<file path="src/logic/afrg_pkg.sv">
package afrg_pkg;
  localparam logic [7:0] OFS_CTRL       = 8'h00;
  localparam logic [7:0] OFS_SEG0_CFG   = 8'h04;
  localparam logic [7:0] OFS_SEG0_STEP  = 8'h08;
  localparam logic [7:0] OFS_SEG1_CFG   = 8'h0C;
  localparam logic [7:0] OFS_SEG1_STEP  = 8'h10;
  localparam logic [7:0] OFS_TRIG       = 8'h14;
  localparam logic [7:0] OFS_THRESH_LO  = 8'h18;
  localparam logic [7:0] OFS_THRESH_HI  = 8'h1C;
  localparam logic [7:0] OFS_LIMLO_LO   = 8'h20;
  localparam logic [7:0] OFS_LIMLO_HI   = 8'h24;
  localparam logic [7:0] OFS_LIMHI_LO   = 8'h28;
  localparam logic [7:0] OFS_LIMHI_HI   = 8'h2C;
  localparam logic [7:0] OFS_NUM_START  = 8'h30;
  localparam logic [7:0] OFS_DENOM      = 8'h34;
  localparam logic [7:0] OFS_STATUS     = 8'h38;
  localparam logic [7:0] OFS_NUMERATOR  = 8'h3C;
  localparam logic [7:0] OFS_BURST_CNT  = 8'h40;
  // CTRL field positions
  localparam int CTRL_ENABLE    = 0;
  localparam int CTRL_MANUAL    = 1;
  localparam int CTRL_HALVE     = 2;
  localparam int CTRL_RECAL_SEG = 3;
  localparam int CTRL_CAL_START = 4;
  // Segment configuration field positions
  localparam int SEG_LEN_LSB    = 0;
  localparam int SEG_SUCC_BIT   = 16;
  localparam int SEG_ADV_LSB    = 17;
  localparam int SEG_RESTORE    = 19;
  // Trigger register field positions
  localparam int TRG_A_LSB      = 0;
  localparam int TRG_B_LSB      = 4;
  localparam int TRG_RPT_LSB    = 8;
  localparam int TRG_BURST_LSB  = 16;
  // Widths
  localparam int LEN_W   = 16;
  localparam int STEP_W  = 30;
  localparam int ACC_W   = 34;
  localparam int BURST_W = 13;
  localparam int SRC_W   = 4;
  // Trigger source codes
  localparam logic [3:0] TSRC_OFF      = 4'h0;
  localparam logic [3:0] TSRC_CLK_RISE = 4'h1;
  localparam logic [3:0] TSRC_DIR_RISE = 4'h2;
  localparam logic [3:0] TSRC_ALWAYS   = 4'h4;
  localparam logic [3:0] TSRC_CLK_FALL = 4'h9;
  localparam logic [3:0] TSRC_DIR_FALL = 4'hA;
  // Advance and burst event codes
  localparam logic [1:0] EVT_LENGTH    = 2'h0;
  localparam logic [1:0] EVT_TRIG_A    = 2'h1;
  localparam logic [1:0] EVT_TRIG_B    = 2'h2;
  // Reset values and fixed values
  localparam logic [31:0] DENOM_FIXED  = 32'hFFFFFFFF;
  localparam logic [31:0] DENOM_RESET  = 32'h00000000;
  localparam logic [33:0] LIMHI_RESET  = 34'h1FFFFFFFF;
  localparam logic [33:0] LIMLO_RESET  = 34'h200000001;
  localparam logic [33:0] THRESH_RESET = 34'h000000000;
endpackage

</file>
<file path="src/logic/afrg_trig_if.sv">
`timescale 1ns/100ps
// Trigger request and answer between the engine and the pin front end
interface afrg_trig_if;
  logic       tick;
  logic [3:0] src_a;
  logic [3:0] src_b;
  logic       fire_a;
  logic       fire_b;
  modport engine (output tick, output src_a, output src_b, input fire_a, input fire_b);
  modport front  (input tick, input src_a, input src_b, output fire_a, output fire_b);
endinterface
</file>
<file path="src/logic/afrg_ramp.sv">
// The register addresses and the APB slave port were chosen for this implementation.
`timescale 1ns/100ps
module afrg_ramp (
  input  wire logic        pclk,
  input  wire logic        presetn,
  input  wire logic        psel,
  input  wire logic        penable,
  input  wire logic        pwrite,
  input  wire logic [7:0]  paddr,
  input  wire logic [31:0] pwdata,
  output logic             pready,
  output logic [31:0]      prdata,
  output logic             pslverr,
  input  wire logic        step_clock_pin,
  input  wire logic        direction_pin,
  input  wire logic        vco_cal_busy,
  output logic [31:0]      numerator,
  output logic             vco_cal_req,
  output logic             ramp_active,
  output logic             active_segment
);
  localparam int LEN_W   = afrg_pkg::LEN_W;
  localparam int STEP_W  = afrg_pkg::STEP_W;
  localparam int ACC_W   = afrg_pkg::ACC_W;
  localparam int BURST_W = afrg_pkg::BURST_W;

  // Software-visible configuration
  logic                ramp_enable;
  logic                manual_mode;
  logic                halve_step;
  logic                recal_each_segment;
  logic [LEN_W-1:0]    segment_length [2];
  logic [STEP_W-1:0]   segment_step [2];
  logic                segment_successor [2];
  logic [1:0]          segment_advance_source [2];
  logic                segment_restore [2];
  logic [3:0]          trigger_a_source;
  logic [3:0]          trigger_b_source;
  logic [1:0]          repeat_count_source;
  logic [BURST_W-1:0]  burst_limit;
  logic [ACC_W-1:0]    recal_threshold;
  logic [ACC_W-1:0]    limit_low;
  logic [ACC_W-1:0]    limit_high;
  logic [31:0]         numerator_start;
  logic [31:0]         fraction_denominator;

  // Engine state
  logic                running;
  logic                done;
  logic                phase;
  logic [LEN_W-1:0]    len_cnt;
  logic [ACC_W-1:0]    accum;
  logic [ACC_W-1:0]    last_cal;
  logic [BURST_W-1:0]  burst_cnt;

  afrg_trig_if trg ();

  afrg_trig u_trig (
    .pclk           (pclk),
    .presetn        (presetn),
    .step_clock_pin (step_clock_pin),
    .direction_pin  (direction_pin),
    .trg            (trg.front)
  );

  ////////////////////////////////////////////////////////////////////////////
  // APB decode: access completes on the second access-phase cycle
  wire        setup_done = psel & penable & ~pready;
  wire        wr         = psel & penable & pready & pwrite;
  wire        sel_ctrl   = paddr == afrg_pkg::OFS_CTRL;
  wire        sel_s0cfg  = paddr == afrg_pkg::OFS_SEG0_CFG;
  wire        sel_s0stp  = paddr == afrg_pkg::OFS_SEG0_STEP;
  wire        sel_s1cfg  = paddr == afrg_pkg::OFS_SEG1_CFG;
  wire        sel_s1stp  = paddr == afrg_pkg::OFS_SEG1_STEP;
  wire        sel_trig   = paddr == afrg_pkg::OFS_TRIG;
  wire        sel_thlo   = paddr == afrg_pkg::OFS_THRESH_LO;
  wire        sel_thhi   = paddr == afrg_pkg::OFS_THRESH_HI;
  wire        sel_lllo   = paddr == afrg_pkg::OFS_LIMLO_LO;
  wire        sel_llhi   = paddr == afrg_pkg::OFS_LIMLO_HI;
  wire        sel_lhlo   = paddr == afrg_pkg::OFS_LIMHI_LO;
  wire        sel_lhhi   = paddr == afrg_pkg::OFS_LIMHI_HI;
  wire        sel_nstart = paddr == afrg_pkg::OFS_NUM_START;
  wire        sel_den    = paddr == afrg_pkg::OFS_DENOM;
  wire        sel_stat   = paddr == afrg_pkg::OFS_STATUS;
  wire        sel_num    = paddr == afrg_pkg::OFS_NUMERATOR;
  wire        sel_bcnt   = paddr == afrg_pkg::OFS_BURST_CNT;
  wire        hit        = sel_ctrl | sel_s0cfg | sel_s0stp | sel_s1cfg | sel_s1stp | sel_trig | sel_thlo |
                           sel_thhi | sel_lllo | sel_llhi | sel_lhlo | sel_lhhi | sel_nstart | sel_den |
                           sel_stat | sel_num | sel_bcnt;
  wire        den_ok     = fraction_denominator == afrg_pkg::DENOM_FIXED;
  wire [31:0] seg_cfg0   = {12'h000, segment_restore[0], segment_advance_source[0], segment_successor[0],
                            segment_length[0]};
  wire [31:0] seg_cfg1   = {12'h000, segment_restore[1], segment_advance_source[1], segment_successor[1],
                            segment_length[1]};
  wire [31:0] rdata_mux  =
    sel_ctrl   ? {28'h0000000, recal_each_segment, halve_step, manual_mode, ramp_enable} :
    sel_s0cfg  ? seg_cfg0 :
    sel_s0stp  ? {2'h0, segment_step[0]} :
    sel_s1cfg  ? seg_cfg1 :
    sel_s1stp  ? {2'h0, segment_step[1]} :
    sel_trig   ? {3'h0, burst_limit, 6'h00, repeat_count_source, trigger_b_source, trigger_a_source} :
    sel_thlo   ? recal_threshold[31:0] :
    sel_thhi   ? {30'h00000000, recal_threshold[33:32]} :
    sel_lllo   ? limit_low[31:0] :
    sel_llhi   ? {30'h00000000, limit_low[33:32]} :
    sel_lhlo   ? limit_high[31:0] :
    sel_lhhi   ? {30'h00000000, limit_high[33:32]} :
    sel_nstart ? numerator_start :
    sel_den    ? fraction_denominator :
    sel_stat   ? {27'h0000000, den_ok, vco_cal_busy, active_segment, done, running} :
    sel_num    ? numerator :
    sel_bcnt   ? {19'h00000, burst_cnt} :
    32'h00000000;

  // Start uses the values being written, so one write can enable and start
  wire start = wr & sel_ctrl & pwdata[afrg_pkg::CTRL_CAL_START] &
               pwdata[afrg_pkg::CTRL_ENABLE] & ~pwdata[afrg_pkg::CTRL_MANUAL];

  ////////////////////////////////////////////////////////////////////////////
  // Step clock and segment datapath
  wire                tick       = ~halve_step | phase;
  // Enable and mode gate the step at once, so a stopping write never steps or calibrates
  wire                step_ok    = running & ramp_enable & ~manual_mode & tick & ~vco_cal_busy;
  wire                seg        = active_segment;
  wire [STEP_W-1:0]   cur_step   = segment_step[seg];
  wire signed [34:0]  sum_w      = $signed({accum[ACC_W-1], accum}) +
                                   $signed({{5{cur_step[STEP_W-1]}}, cur_step});
  wire signed [34:0]  hi_w       = $signed({limit_high[ACC_W-1], limit_high});
  wire signed [34:0]  lo_w       = $signed({limit_low[ACC_W-1], limit_low});
  wire [ACC_W-1:0]    clamped    = (sum_w > hi_w) ? limit_high :
                                   (sum_w < lo_w) ? limit_low : sum_w[ACC_W-1:0];
  wire [1:0]          adv_code   = segment_advance_source[seg];
  wire                len_done   = len_cnt == segment_length[seg];
  wire                advance    = (adv_code == afrg_pkg::EVT_LENGTH) ? len_done :
                                   (adv_code == afrg_pkg::EVT_TRIG_A) ? trg.fire_a :
                                   (adv_code == afrg_pkg::EVT_TRIG_B) ? trg.fire_b : 1'b0;
  wire                burst_evt  = (repeat_count_source == afrg_pkg::EVT_LENGTH) ? advance :
                                   (repeat_count_source == afrg_pkg::EVT_TRIG_A) ? trg.fire_a :
                                   (repeat_count_source == afrg_pkg::EVT_TRIG_B) ? trg.fire_b :
                                   1'b0;
  wire [BURST_W-1:0]  burst_next = burst_cnt + 13'h0001;
  wire                burst_hit  = (burst_limit != 13'h0000) & burst_evt &
                                   (burst_next == burst_limit);
  wire                restore    = advance & segment_restore[seg];
  wire [ACC_W-1:0]    next_accum = restore ? {ACC_W{1'b0}} : clamped;
  wire signed [34:0]  moved      = $signed({next_accum[ACC_W-1], next_accum}) -
                                   $signed({last_cal[ACC_W-1], last_cal});
  wire [34:0]         moved_abs  = moved[34] ? 35'(-moved) : 35'(moved);
  wire [34:0]         thr_abs    = recal_threshold[ACC_W-1] ?
                                   35'(-$signed({1'b1, recal_threshold})) : {1'b0, recal_threshold};
  wire                thresh_hit = (recal_threshold != {ACC_W{1'b0}}) & (moved_abs >= thr_abs);
  wire                cal_now    = start | (step_ok & (thresh_hit | (advance & recal_each_segment)));

  assign trg.tick  = step_ok;
  assign trg.src_a = trigger_a_source;
  assign trg.src_b = trigger_b_source;

  ////////////////////////////////////////////////////////////////////////////
  // APB handshake and read data
  always_ff @(posedge pclk or negedge presetn)
    if (!presetn)
    begin
      pready  <= 1'b0;
      prdata  <= 32'h00000000;
      pslverr <= 1'b0;
    end
    else
    begin
      pready  <= setup_done;
      pslverr <= setup_done & ~hit;
      if (setup_done & ~pwrite)
        prdata <= rdata_mux;
    end

  ////////////////////////////////////////////////////////////////////////////
  // Control and mode registers
  always_ff @(posedge pclk or negedge presetn)
    if (!presetn)
    begin
      ramp_enable          <= 1'b0;
      manual_mode          <= 1'b0;
      halve_step           <= 1'b0;
      recal_each_segment   <= 1'b0;
      trigger_a_source     <= afrg_pkg::TSRC_OFF;
      trigger_b_source     <= afrg_pkg::TSRC_OFF;
      repeat_count_source  <= afrg_pkg::EVT_LENGTH;
      burst_limit          <= 13'h0000;
      recal_threshold      <= afrg_pkg::THRESH_RESET;
      limit_low            <= afrg_pkg::LIMLO_RESET;
      limit_high           <= afrg_pkg::LIMHI_RESET;
      numerator_start      <= 32'h00000000;
      fraction_denominator <= afrg_pkg::DENOM_RESET;
    end
    else if (wr)
    begin
      if (sel_ctrl)
      begin
        ramp_enable        <= pwdata[afrg_pkg::CTRL_ENABLE];
        manual_mode        <= pwdata[afrg_pkg::CTRL_MANUAL];
        halve_step         <= pwdata[afrg_pkg::CTRL_HALVE];
        recal_each_segment <= pwdata[afrg_pkg::CTRL_RECAL_SEG];
      end
      if (sel_trig)
      begin
        trigger_a_source    <= pwdata[afrg_pkg::TRG_A_LSB +: 4];
        trigger_b_source    <= pwdata[afrg_pkg::TRG_B_LSB +: 4];
        repeat_count_source <= pwdata[afrg_pkg::TRG_RPT_LSB +: 2];
        burst_limit         <= pwdata[afrg_pkg::TRG_BURST_LSB +: BURST_W];
      end
      if (sel_thlo)   recal_threshold[31:0]  <= pwdata;
      if (sel_thhi)   recal_threshold[33:32] <= pwdata[1:0];
      if (sel_lllo)   limit_low[31:0]        <= pwdata;
      if (sel_llhi)   limit_low[33:32]       <= pwdata[1:0];
      if (sel_lhlo)   limit_high[31:0]       <= pwdata;
      if (sel_lhhi)   limit_high[33:32]      <= pwdata[1:0];
      if (sel_nstart) numerator_start        <= pwdata;
      if (sel_den)    fraction_denominator   <= pwdata;
    end

  ////////////////////////////////////////////////////////////////////////////
  // Two segment register sets, one per generate entry
  for (genvar s = 0; s < 2; s++)
  begin : g_seg
    wire cfg_wr  = wr & (s == 0 ? sel_s0cfg : sel_s1cfg);
    wire step_wr = wr & (s == 0 ? sel_s0stp : sel_s1stp);

    always_ff @(posedge pclk or negedge presetn)
      if (!presetn)
      begin
        segment_length[s]         <= 16'h0000;
        segment_successor[s]      <= 1'b0;
        segment_advance_source[s] <= afrg_pkg::EVT_LENGTH;
        segment_restore[s]        <= 1'b0;
        segment_step[s]           <= 30'h00000000;
      end
      else
      begin
        if (cfg_wr)
        begin
          segment_length[s]         <= pwdata[afrg_pkg::SEG_LEN_LSB +: LEN_W];
          segment_successor[s]      <= pwdata[afrg_pkg::SEG_SUCC_BIT];
          segment_advance_source[s] <= pwdata[afrg_pkg::SEG_ADV_LSB +: 2];
          segment_restore[s]        <= pwdata[afrg_pkg::SEG_RESTORE];
        end
        if (step_wr)
          segment_step[s] <= pwdata[STEP_W-1:0];
      end
  end

  ////////////////////////////////////////////////////////////////////////////
  // Half-rate phase; restarted by start so the first step is deterministic
  always_ff @(posedge pclk or negedge presetn)
    if (!presetn)
      phase <= 1'b0;
    else
      phase <= ~start & ~phase;

  ////////////////////////////////////////////////////////////////////////////
  // Ramp engine: segment walk, length count, burst stop
  always_ff @(posedge pclk or negedge presetn)
    if (!presetn)
    begin
      running        <= 1'b0;
      done           <= 1'b0;
      active_segment <= 1'b0;
      len_cnt        <= 16'h0000;
      burst_cnt      <= 13'h0000;
    end
    else if (start)
    begin
      running        <= 1'b1;
      done           <= 1'b0;
      active_segment <= 1'b0;
      len_cnt        <= 16'h0000;
      burst_cnt      <= 13'h0000;
    end
    else if (~ramp_enable | manual_mode)
      running <= 1'b0;
    else if (step_ok)
    begin
      if (advance)
      begin
        active_segment <= segment_successor[seg];
        len_cnt        <= 16'h0000;
      end
      else if (~len_done)
        len_cnt <= len_cnt + 16'h0001;
      if (burst_evt)
        burst_cnt <= burst_next;
      if (burst_hit)
      begin
        running <= 1'b0;
        done    <= 1'b1;
      end
    end

  ////////////////////////////////////////////////////////////////////////////
  // Numerator accumulator; numerator = start value + ramp offset.
  // Offset is added unscaled, one unit per numerator LSB, so the 32-bit
  // numerator wraps modulo 2^32 like the fractional divider does.
  always_ff @(posedge pclk or negedge presetn)
    if (!presetn)
    begin
      accum       <= {ACC_W{1'b0}};
      last_cal    <= {ACC_W{1'b0}};
      numerator   <= 32'h00000000;
      vco_cal_req <= 1'b0;
      ramp_active <= 1'b0;
    end
    else
    begin
      vco_cal_req <= cal_now;
      // Drops a cycle after running at a burst stop, so the final step of a burst still reads as active
      ramp_active <= start | (running & ramp_enable & ~manual_mode);
      if (start)
      begin
        accum     <= {ACC_W{1'b0}};
        last_cal  <= {ACC_W{1'b0}};
        numerator <= numerator_start;
      end
      else if (step_ok & ramp_enable & ~manual_mode)
      begin
        accum     <= next_accum;
        numerator <= numerator_start + next_accum[31:0];
        if (cal_now)
          last_cal <= next_accum;
      end
    end
endmodule

</file>
<file path="src/logic/afrg_trig.sv">
`timescale 1ns/100ps
module afrg_trig (
  input  wire logic   pclk,
  input  wire logic   presetn,
  input  wire logic   step_clock_pin,
  input  wire logic   direction_pin,
  afrg_trig_if.front  trg
);
  logic [1:0] clk_sync;
  logic [1:0] dir_sync;
  logic       clk_prev;
  logic       dir_prev;
  logic [1:0] pend;
  wire        clk_rise = clk_sync[1] & ~clk_prev;
  wire        clk_fall = ~clk_sync[1] & clk_prev;
  wire        dir_rise = dir_sync[1] & ~dir_prev;
  wire        dir_fall = ~dir_sync[1] & dir_prev;
  wire [3:0]  src [2];
  wire [1:0]  edge_now;
  wire [1:0]  fire;

  assign src[0] = trg.src_a;
  assign src[1] = trg.src_b;

  ////////////////////////////////////////////////////////////////////////////
  // Pins pass two flops; only the second stage feeds edge detection
  always_ff @(posedge pclk or negedge presetn)
    if (!presetn)
    begin
      clk_sync <= 2'h0;
      dir_sync <= 2'h0;
      clk_prev <= 1'b0;
      dir_prev <= 1'b0;
    end
    else
    begin
      clk_sync <= {clk_sync[0], step_clock_pin};
      dir_sync <= {dir_sync[0], direction_pin};
      clk_prev <= clk_sync[1];
      dir_prev <= dir_sync[1];
    end

  ////////////////////////////////////////////////////////////////////////////
  // Per trigger: decode source, hold an edge until the next step tick
  for (genvar i = 0; i < 2; i++)
  begin : g_trig
    assign edge_now[i] = (src[i] == afrg_pkg::TSRC_CLK_RISE) ? clk_rise :
                         (src[i] == afrg_pkg::TSRC_DIR_RISE) ? dir_rise :
                         (src[i] == afrg_pkg::TSRC_CLK_FALL) ? clk_fall :
                         (src[i] == afrg_pkg::TSRC_DIR_FALL) ? dir_fall :
                         1'b0;
    assign fire[i] = trg.tick & ((src[i] == afrg_pkg::TSRC_ALWAYS) | pend[i] | edge_now[i]);

    // An edge landing on a non-tick cycle with halving waits, not lost
    always_ff @(posedge pclk or negedge presetn)
      if (!presetn)
        pend[i] <= 1'b0;
      else
        pend[i] <= ~trg.tick & (pend[i] | edge_now[i]);
  end

  assign trg.fire_a = fire[0];
  assign trg.fire_b = fire[1];
endmodule

</file>
<file path="config.mk">
export PLATFORM = sky130hd
export DESIGN_NAME = afrg_ramp
export DESIGN_NICKNAME = d
export VERILOG_FILES = /design/src/logic/afrg_pkg.sv /design/src/logic/afrg_trig_if.sv /design/src/logic/afrg_ramp.sv /design/src/logic/afrg_trig.sv
export SDC_FILE = /design/constraint.sdc
export NUM_CORES = 1
export LEC_CHECK = 0
export ABC_AREA = 1
export BUFFER_PORTS_ARGS = -buffer_cell sky130_fd_sc_hd__buf_2
export CAP_MARGIN = 10
export CELL_PAD_IN_SITES_DETAIL_PLACEMENT = 0
export CELL_PAD_IN_SITES_GLOBAL_PLACEMENT = 1
export CORE_MARGIN = 5
export CORE_UTILIZATION = 50
export DETAILED_ROUTE_END_ITERATION = 10
export PLACE_DENSITY_LB_ADDON = 0.12
export SLEW_MARGIN = 20
export SYNTH_ARGS = -nofsm -noshare
export SYNTH_HDL_FRONTEND = slang
export SYNTH_SLANG_ARGS = --single-unit
export TNS_END_PERCENT = 50
</file>
<file path="constraint.sdc">
create_clock -name pclk -period 17.6 [get_ports pclk]
set_input_delay 2.64 -clock pclk [delete_from_list [all_inputs] [get_ports pclk]]
set_output_delay 2.64 -clock pclk [all_outputs]
set_load 0.005 [all_outputs]
</file>
==> results of run 1 <==
==> critical path, delay by kind of cell (launching register included) <==
kind	cells	cell delay (ps)
adder cells (fa/ha/maj)	5	1520
XOR/XNOR	1	210
flip-flops	1	340
buffers and inverters	10	2850
AO/OA/AOI/OAI	25	4740
AND/OR/NAND/NOR	33	4270
==> per-stage QoR <==
stage	total power, uW	utilization, %
2_1_floorplan	1490	-
3_3_place_gp	1680	52.6
3_5_place_dp	1680	52.6
4_1_cts	2830	55.4
5_1_grt	2950	55.4
6_report	2830	55.4
==> how the worst max path moves through the flow <==
stage	from	end	cells after the start
2_1_floorplan	active_segment	last_cal[29]	81
3_3_place_gp	active_segment	last_cal[22]	75
3_5_place_dp	active_segment	last_cal[4]	71
4_1_cts	active_segment	last_cal[29]	75
5_1_grt	active_segment	last_cal[29]	75
6_report	active_segment	last_cal[29]	74
==> cells by family (layout without fill, tap and decap cells) <==
| family | count (synthesis) | after routing | share of synthesized area [%] |
|---|---|---|---|
| adders and majority gates | 200 | 200 | 7.78 |
| and+or+nand+nor | 1921 | 1921 | 24.8 |
| xor gates and xnor gates | 141 | 141 | 3.85 |
| muxes | 1 | 1 | 0.0308 |
| AOI/OAI and AO/OA | 1059 | 1059 | 18.5 |
| other | 1 | 2 | 0.0116 |
| buffers and inverters | 737 | 838 | 8.68 |
| DFF | 470 | 470 | 36.4 |
==> cell type report <==
cell class / count / area, um^2 / area share (%)
Multi-Input combinational cell: 3323 / 17900 / 50.1
Sequential cell: 470 / 11800 / 33.1
Inverter: 576 / 2160 / 6.06
Clock buffer: 76 / 1540 / 4.33
Tap cell: 855 / 1070 / 3.00
Timing Repair Buffer: 165 / 971 / 2.72
Clock inverter: 21 / 248 / 0.694
Antenna cell: 1 / 2.50 / 0.00701
==> power by group through the flow <==
stage	Sequential (uW)	Clock, uW	Combinational, uW
floorplan	1120	0	369
global placement	1120	0	561
detailed placement	1120	0	563
CTS	1100	1170	566
global route	1100	1210	635
finish	1100	1160	570
==> layer usage <==
metal	vias up	routed length [um]	global-route usage [%]
li1	15100	-	-
met5	-	20	0
met3	348	11300	6.37
met1	15200	53700	48.6
met2	1409	58600	57.6
met4	4	9390	20.5
==> state kept, by name (all words and copies together) (netlist names), 4 cells and up <==
signal	count
accum	34
burst_cnt	13
burst_limit	13
fraction_denominator	32
last_cal	34
len_cnt	16
limit_high	34
limit_low	34
numerator	32
numerator_start	32
prdata	32
recal_threshold	34
seg_cfg0	20
seg_cfg1	20
segment_step	60
trg.src_a	4
trg.src_b	4
==> cell usage after synthesis (35+ instances only) <==
library cell  instances  share of area [%]
xor2_1              108                2.9
o211ai_1             38               0.88
nand2_1            1285                 15
ha_1                197                7.6
inv_1               557                6.4
a21oi_1             226                3.5
nor2_1              266                3.1
o221ai_1             42                1.1
nand3_1             137                2.1
clkbuf_1            142                1.6
dfrtp_1             435                 34
dfstp_2              35                2.8
nand4_1              66                1.3
o21ai_0             572                8.8
nor3_1               50               0.77
==> metrics.yaml, run 1 <==
synthToLayoutAreaGrowth_pct: 9.90
post_cts_resized: 0
fin_worst_skew_ps: 53.4
cts_max_path_buffers: 3
die_h_um: 265
worstPathMaxFanout: 67
wl_per_cell_um: 24.2
final_cells: 5487
rsz0062_at_grt: "false"
root_buffer: "clkbuf_16"
first_iter_violations: 3662
finalMaxSlewViolations: 0
place_area_mm2: 0.0339
rr_worst_depth: 74
min_path_cells: 0
async_reset_ff_share_pct: 100
dr_total_vias: 32100
postLayoutCellArea_mm2: 0.0357
cts-buffers-inserted: 54
tightest_slew_ps: 1120
cp_slowest_stage_delay_ps: 690
antenna_left: 0
first_pass_iters: 7
row_count: 93
netlist_area_mm2: 0.0325
coreArea_mm2: 0.0643
arrival_ps: 14640
path_clk_slew_ps: 60
power.switching_uw: 909
cp-start-kind: "flop"
synth.distinct_cells: 66
wl_mm: 133
syn-num-nets: 4778
track_usage_pct: 36.8
drc: 0
htreeDepth: 2
nNetsFinal: 4838
finalSetupViolations: 0
synth_edf_count: 0
end_kind: "flop"
ir_worst_vdd_v: 0.0000841
fin_tns_setup_ps: 0
finalCritPeriodShare_pct: 80.6
hpwlAfterDp_mm: 104
path_class: "flop to flop"
final_common_cell: "nand2_1"
holdWs_ps: 370
grt_pass1_wl_mm: 196
via_per_inst: 5.84
r2r_start: "active_segment"
rrSetupSlack_ps: 3420
clock_sinks: 470
ys_ff_latch: 470
cts_tree: "yes"
final_cell_mix: "nand2_1, o21ai_0, inv_1"
max_freq_ghz: 0.0705
relSlewSlack_pct: 23.3
placed_cells: 5389
p_int_uw: 1920
cts-hold-fix-buffers: 0
seqPwrFrac_pct: 38.9
antenna_found_initial: 5
whs_endpoint: "u_trig.dir_sync[1]"
worst_path_most_repeated_cell: "nand2_1"
placement.io_buffers: 116
hold_class: "flop to flop"
gr-total-overflow: 0
drv.max_cap_violation_count: 0
synthCells: 4530
p_leak_uw: 0.0176
syn_avg_cell_area_um2: 7.17
required_ps: 18060
dp_slack_ps: 3740
p_per_area_mw_per_mm2: 79.4
ys_seq_area_share_pct: 36.4
grt_max_degree: 146
sw_frac_of_total_pct: 32.1
place_congestion: 1.03
post_cts_buffers: 0
nFillCells: 6452
clockPowerShare_pct: 41.0
hold_violations: 0
critPathSlowestCell: "o21ai_0"
synth_top_flop_cell: "dfrtp_1"
status: "completed"
die_area_mm2: 0.0701
start_util_pct: 50.4
fin_crit_ps: 14180
die_x_um: 265
p_comb_share_pct: 20.1
drive_gt1_share_pct: 8.64
clk_latency_ps: 650
synth_warnings: 0
r2r_end: "last_cal[29]"
min_from: "u_trig.dir_sync[0]"
ios: 117
first_global_vias: 30300
setup_slack_ps: 3420
No activity file was read; power rests on OpenSTA's default activity.
==> run 2, diff against run 1 <==
--- a/config.mk
+++ b/config.mk
@@ -11,7 +11,7 @@
 export CELL_PAD_IN_SITES_DETAIL_PLACEMENT = 0
 export CELL_PAD_IN_SITES_GLOBAL_PLACEMENT = 1
 export CORE_MARGIN = 5
-export CORE_UTILIZATION = 50
+export CORE_UTILIZATION = 42
 export DETAILED_ROUTE_END_ITERATION = 10
 export PLACE_DENSITY_LB_ADDON = 0.12
 export SLEW_MARGIN = 20
==> constraint.sdc (replaced) <==
create_clock -name pclk -period 12.5 [get_ports pclk]
set_input_delay 1.875 -clock pclk [delete_from_list [all_inputs] [get_ports pclk]]
set_output_delay 1.875 -clock pclk [all_outputs]
set_load 0.005 [all_outputs]
==> run 2 against run 1 <==
  * Combinational power up 42%
  * Setup slack got worse by 2300 ps
  * Register-to-register slack got worse by 2300 ps
  * Critical path type unchanged
  * Hold slack improved by 3.1 ps
  * Sequential power rose by 41%
  * Largest cell class unchanged
==> metrics.yaml, run 2 (synthesis gave the netlist of run 1 again) <==
final_cell_mix: "nand2_1, o21ai_0, inv_1"
first_global_vias: 30100  # -0.68%
holdWs_ps: 373  # +3.07 ps
final_common_cell: "nand2_1"
wl_mm: 140  # +5.5%
die_x_um: 288  # +8.8%
antenna_found_initial: 4  # -1
drc: 0  # unchanged
path_clk_slew_ps: 60  # about the same
fin_crit_ps: 11410  # -2770 ps
rsz0062_at_grt: "false"
max_freq_ghz: 0.0877  # +24%
largest_register_ffs: 60  # unchanged
htreeDepth: 2  # unchanged
finalCritPeriodShare_pct: 91.3  # +11 points
top_register: "segment_step"
nNetsFinal: 4840  # +0.041%
fin_util_pct: 46.8  # -8.6 points
dr_total_vias: 31800  # -0.74%
required_ps: 12960  # -5100 ps
path_buf_inv: 9  # -1
hpwlAfterDp_mm: 109  # +5.3%
arrival_ps: 11870  # -2770 ps
synthToLayoutAreaGrowth_pct: 11.2
die_area_mm2: 0.0829  # +18%
gr-total-overflow: 0  # unchanged
hold_class: "flop to flop"
row_count: 102  # +9.7%
worstPathMaxFanout: 63  # -6.0%
coreArea_mm2: 0.0771  # +20%
critPathSlowestCell: "a211oi_1"
ios: 117  # unchanged
tightest_slew_ps: 1320  # +198 ps
grt_max_degree: 161  # +10%
die_h_um: 288  # +8.8%
fin_tns_setup_ps: 0  # unchanged
drv.max_cap_violation_count: 0  # unchanged
first_pass_iters: 6  # -1
placement.io_buffers: 116  # unchanged
clk_latency_ps: 640  # about the same
final_cells: 5677  # +3.5%
path_delay_family: "compound AO/OA/AOI/OAI gates"
fin_worst_skew_ps: 46.4  # -6.98 ps
worst_path_most_repeated_cell: "nand2_1"
antenna_left: 0  # unchanged
start_util_pct: 42.1  # -8.3 points
clock_sinks: 470  # unchanged
end_kind: "flop"
track_usage_pct: 33.2  # -3.5 points
drive_gt1_share_pct: 8.93  # +0.30 points
cts-hold-fix-buffers: 0  # unchanged
post_cts_buffers: 0  # unchanged
finalMaxSlewViolations: 0  # unchanged
totalPowerFinal_uw: 4100  # +45%
cts-buffers-inserted: 54  # unchanged
p_per_area_mw_per_mm2: 114  # +43%
finalSetupViolations: 0  # unchanged
cp_slowest_stage_delay_ps: 1030  # +340 ps
nFillCells: 8124  # +26%
cts_tree: "yes"
p_leak_uw: 0.0177  # +0.42%
first_iter_violations: 3134  # -14%
status: "completed"
place_congestion: 0.991  # -3.4%
cts_max_path_buffers: 3  # unchanged
grt_pass1_wl_mm: 204  # +4.4%
cp-start-kind: "flop"
relSlewSlack_pct: 11.5  # -12 points
via_per_inst: 5.60  # -4.1%
placed_cells: 5576  # +3.5%
root_buffer: "clkbuf_16"
hold_violations: 0  # unchanged
path_class: "flop to flop"
ir_worst_vdd_v: 0.000107  # +28%
wl_per_cell_um: 24.7  # +2.0%
[run 2: worst reg2reg max path, delay by kind of cell (launching register included)]
| family | cells | cell delay (ps) |
|---|---|---|
| adders and majority gates | 5 | 1690 |
| AOI/OAI and AO/OA | 24 | 4690 |
| buffers and inverters | 9 | 1620 |
| xor gates and xnor gates | 1 | 210 |
| DFF | 1 | 420 |
| and+or+nand+nor | 25 | 2610 |
[run 2: what timing repair did]
item | in CTS | in global routing
resized for setup | 0 | 13
hold endpoints to repair | 0 | 0
endpoints found under the setup margin | 0 | 34
[run 2: through the flow]
step           setup WS [ps]  instance area [um^2]
6_report                1090                 36100
3_5_place_dp             673                 34100
5_1_grt                 37.8                 36100
2_1_floorplan           1840                 32500
3_3_place_gp             894                 34100
4_1_cts                  564                 36000
[run 2: path summary, 6_finish.rpt]
| check | cells after the start | endpoint | startpoint | slack (ps) |
|---|---|---|---|---|
| min in group asynchronous | 1 | fraction_denominator[8] | presetn | 1250 |
| setup / recovery | 64 | last_cal[6] | active_segment | 1090 |
| setup reg to reg | 64 | last_cal[6] | active_segment | 1090 |
| hold / removal | 0 | u_trig.dir_sync[1] | u_trig.dir_sync[0] | 370 |
| max in group asynchronous | 3 | recal_threshold[30] | presetn | 8920 |
| hold reg to reg | 0 | u_trig.dir_sync[1] | u_trig.dir_sync[0] | 370 |
[run 2: cell type report]
| type | instances | area [um^2] | area share [%] |
|---|---|---|---|
| Antenna cell | 3 | 7.51 | 0.0208 |
| Clock buffer | 71 | 1550 | 4.28 |
| Clock inverter | 27 | 377 | 1.04 |
| Inverter | 576 | 2160 | 6.00 |
| Multi-Input combinational cell | 3323 | 17900 | 49.6 |
| Sequential cell | 470 | 11800 | 32.7 |
| Tap cell | 1040 | 1300 | 3.61 |
| Timing Repair Buffer | 167 | 1000 | 2.78 |
[run 2: report_power, final]
group / switching [uW] / internal [uW]
sequential: 14.8 / 1540
combinational: 565 / 246
clock: 720 / 1020
total: 1300 / 2800
[run 2: layer usage]
metal / vias to the layer above / track usage (%) / share of wire (%)
met2: 1231 / 52.6 / 45
li1: 15200 / - / -
met4: 0 / 16.0 / 6.2
met5: - / 0 / 0
met3: 293 / 5.86 / 7.6
met1: 15100 / 44.2 / 42
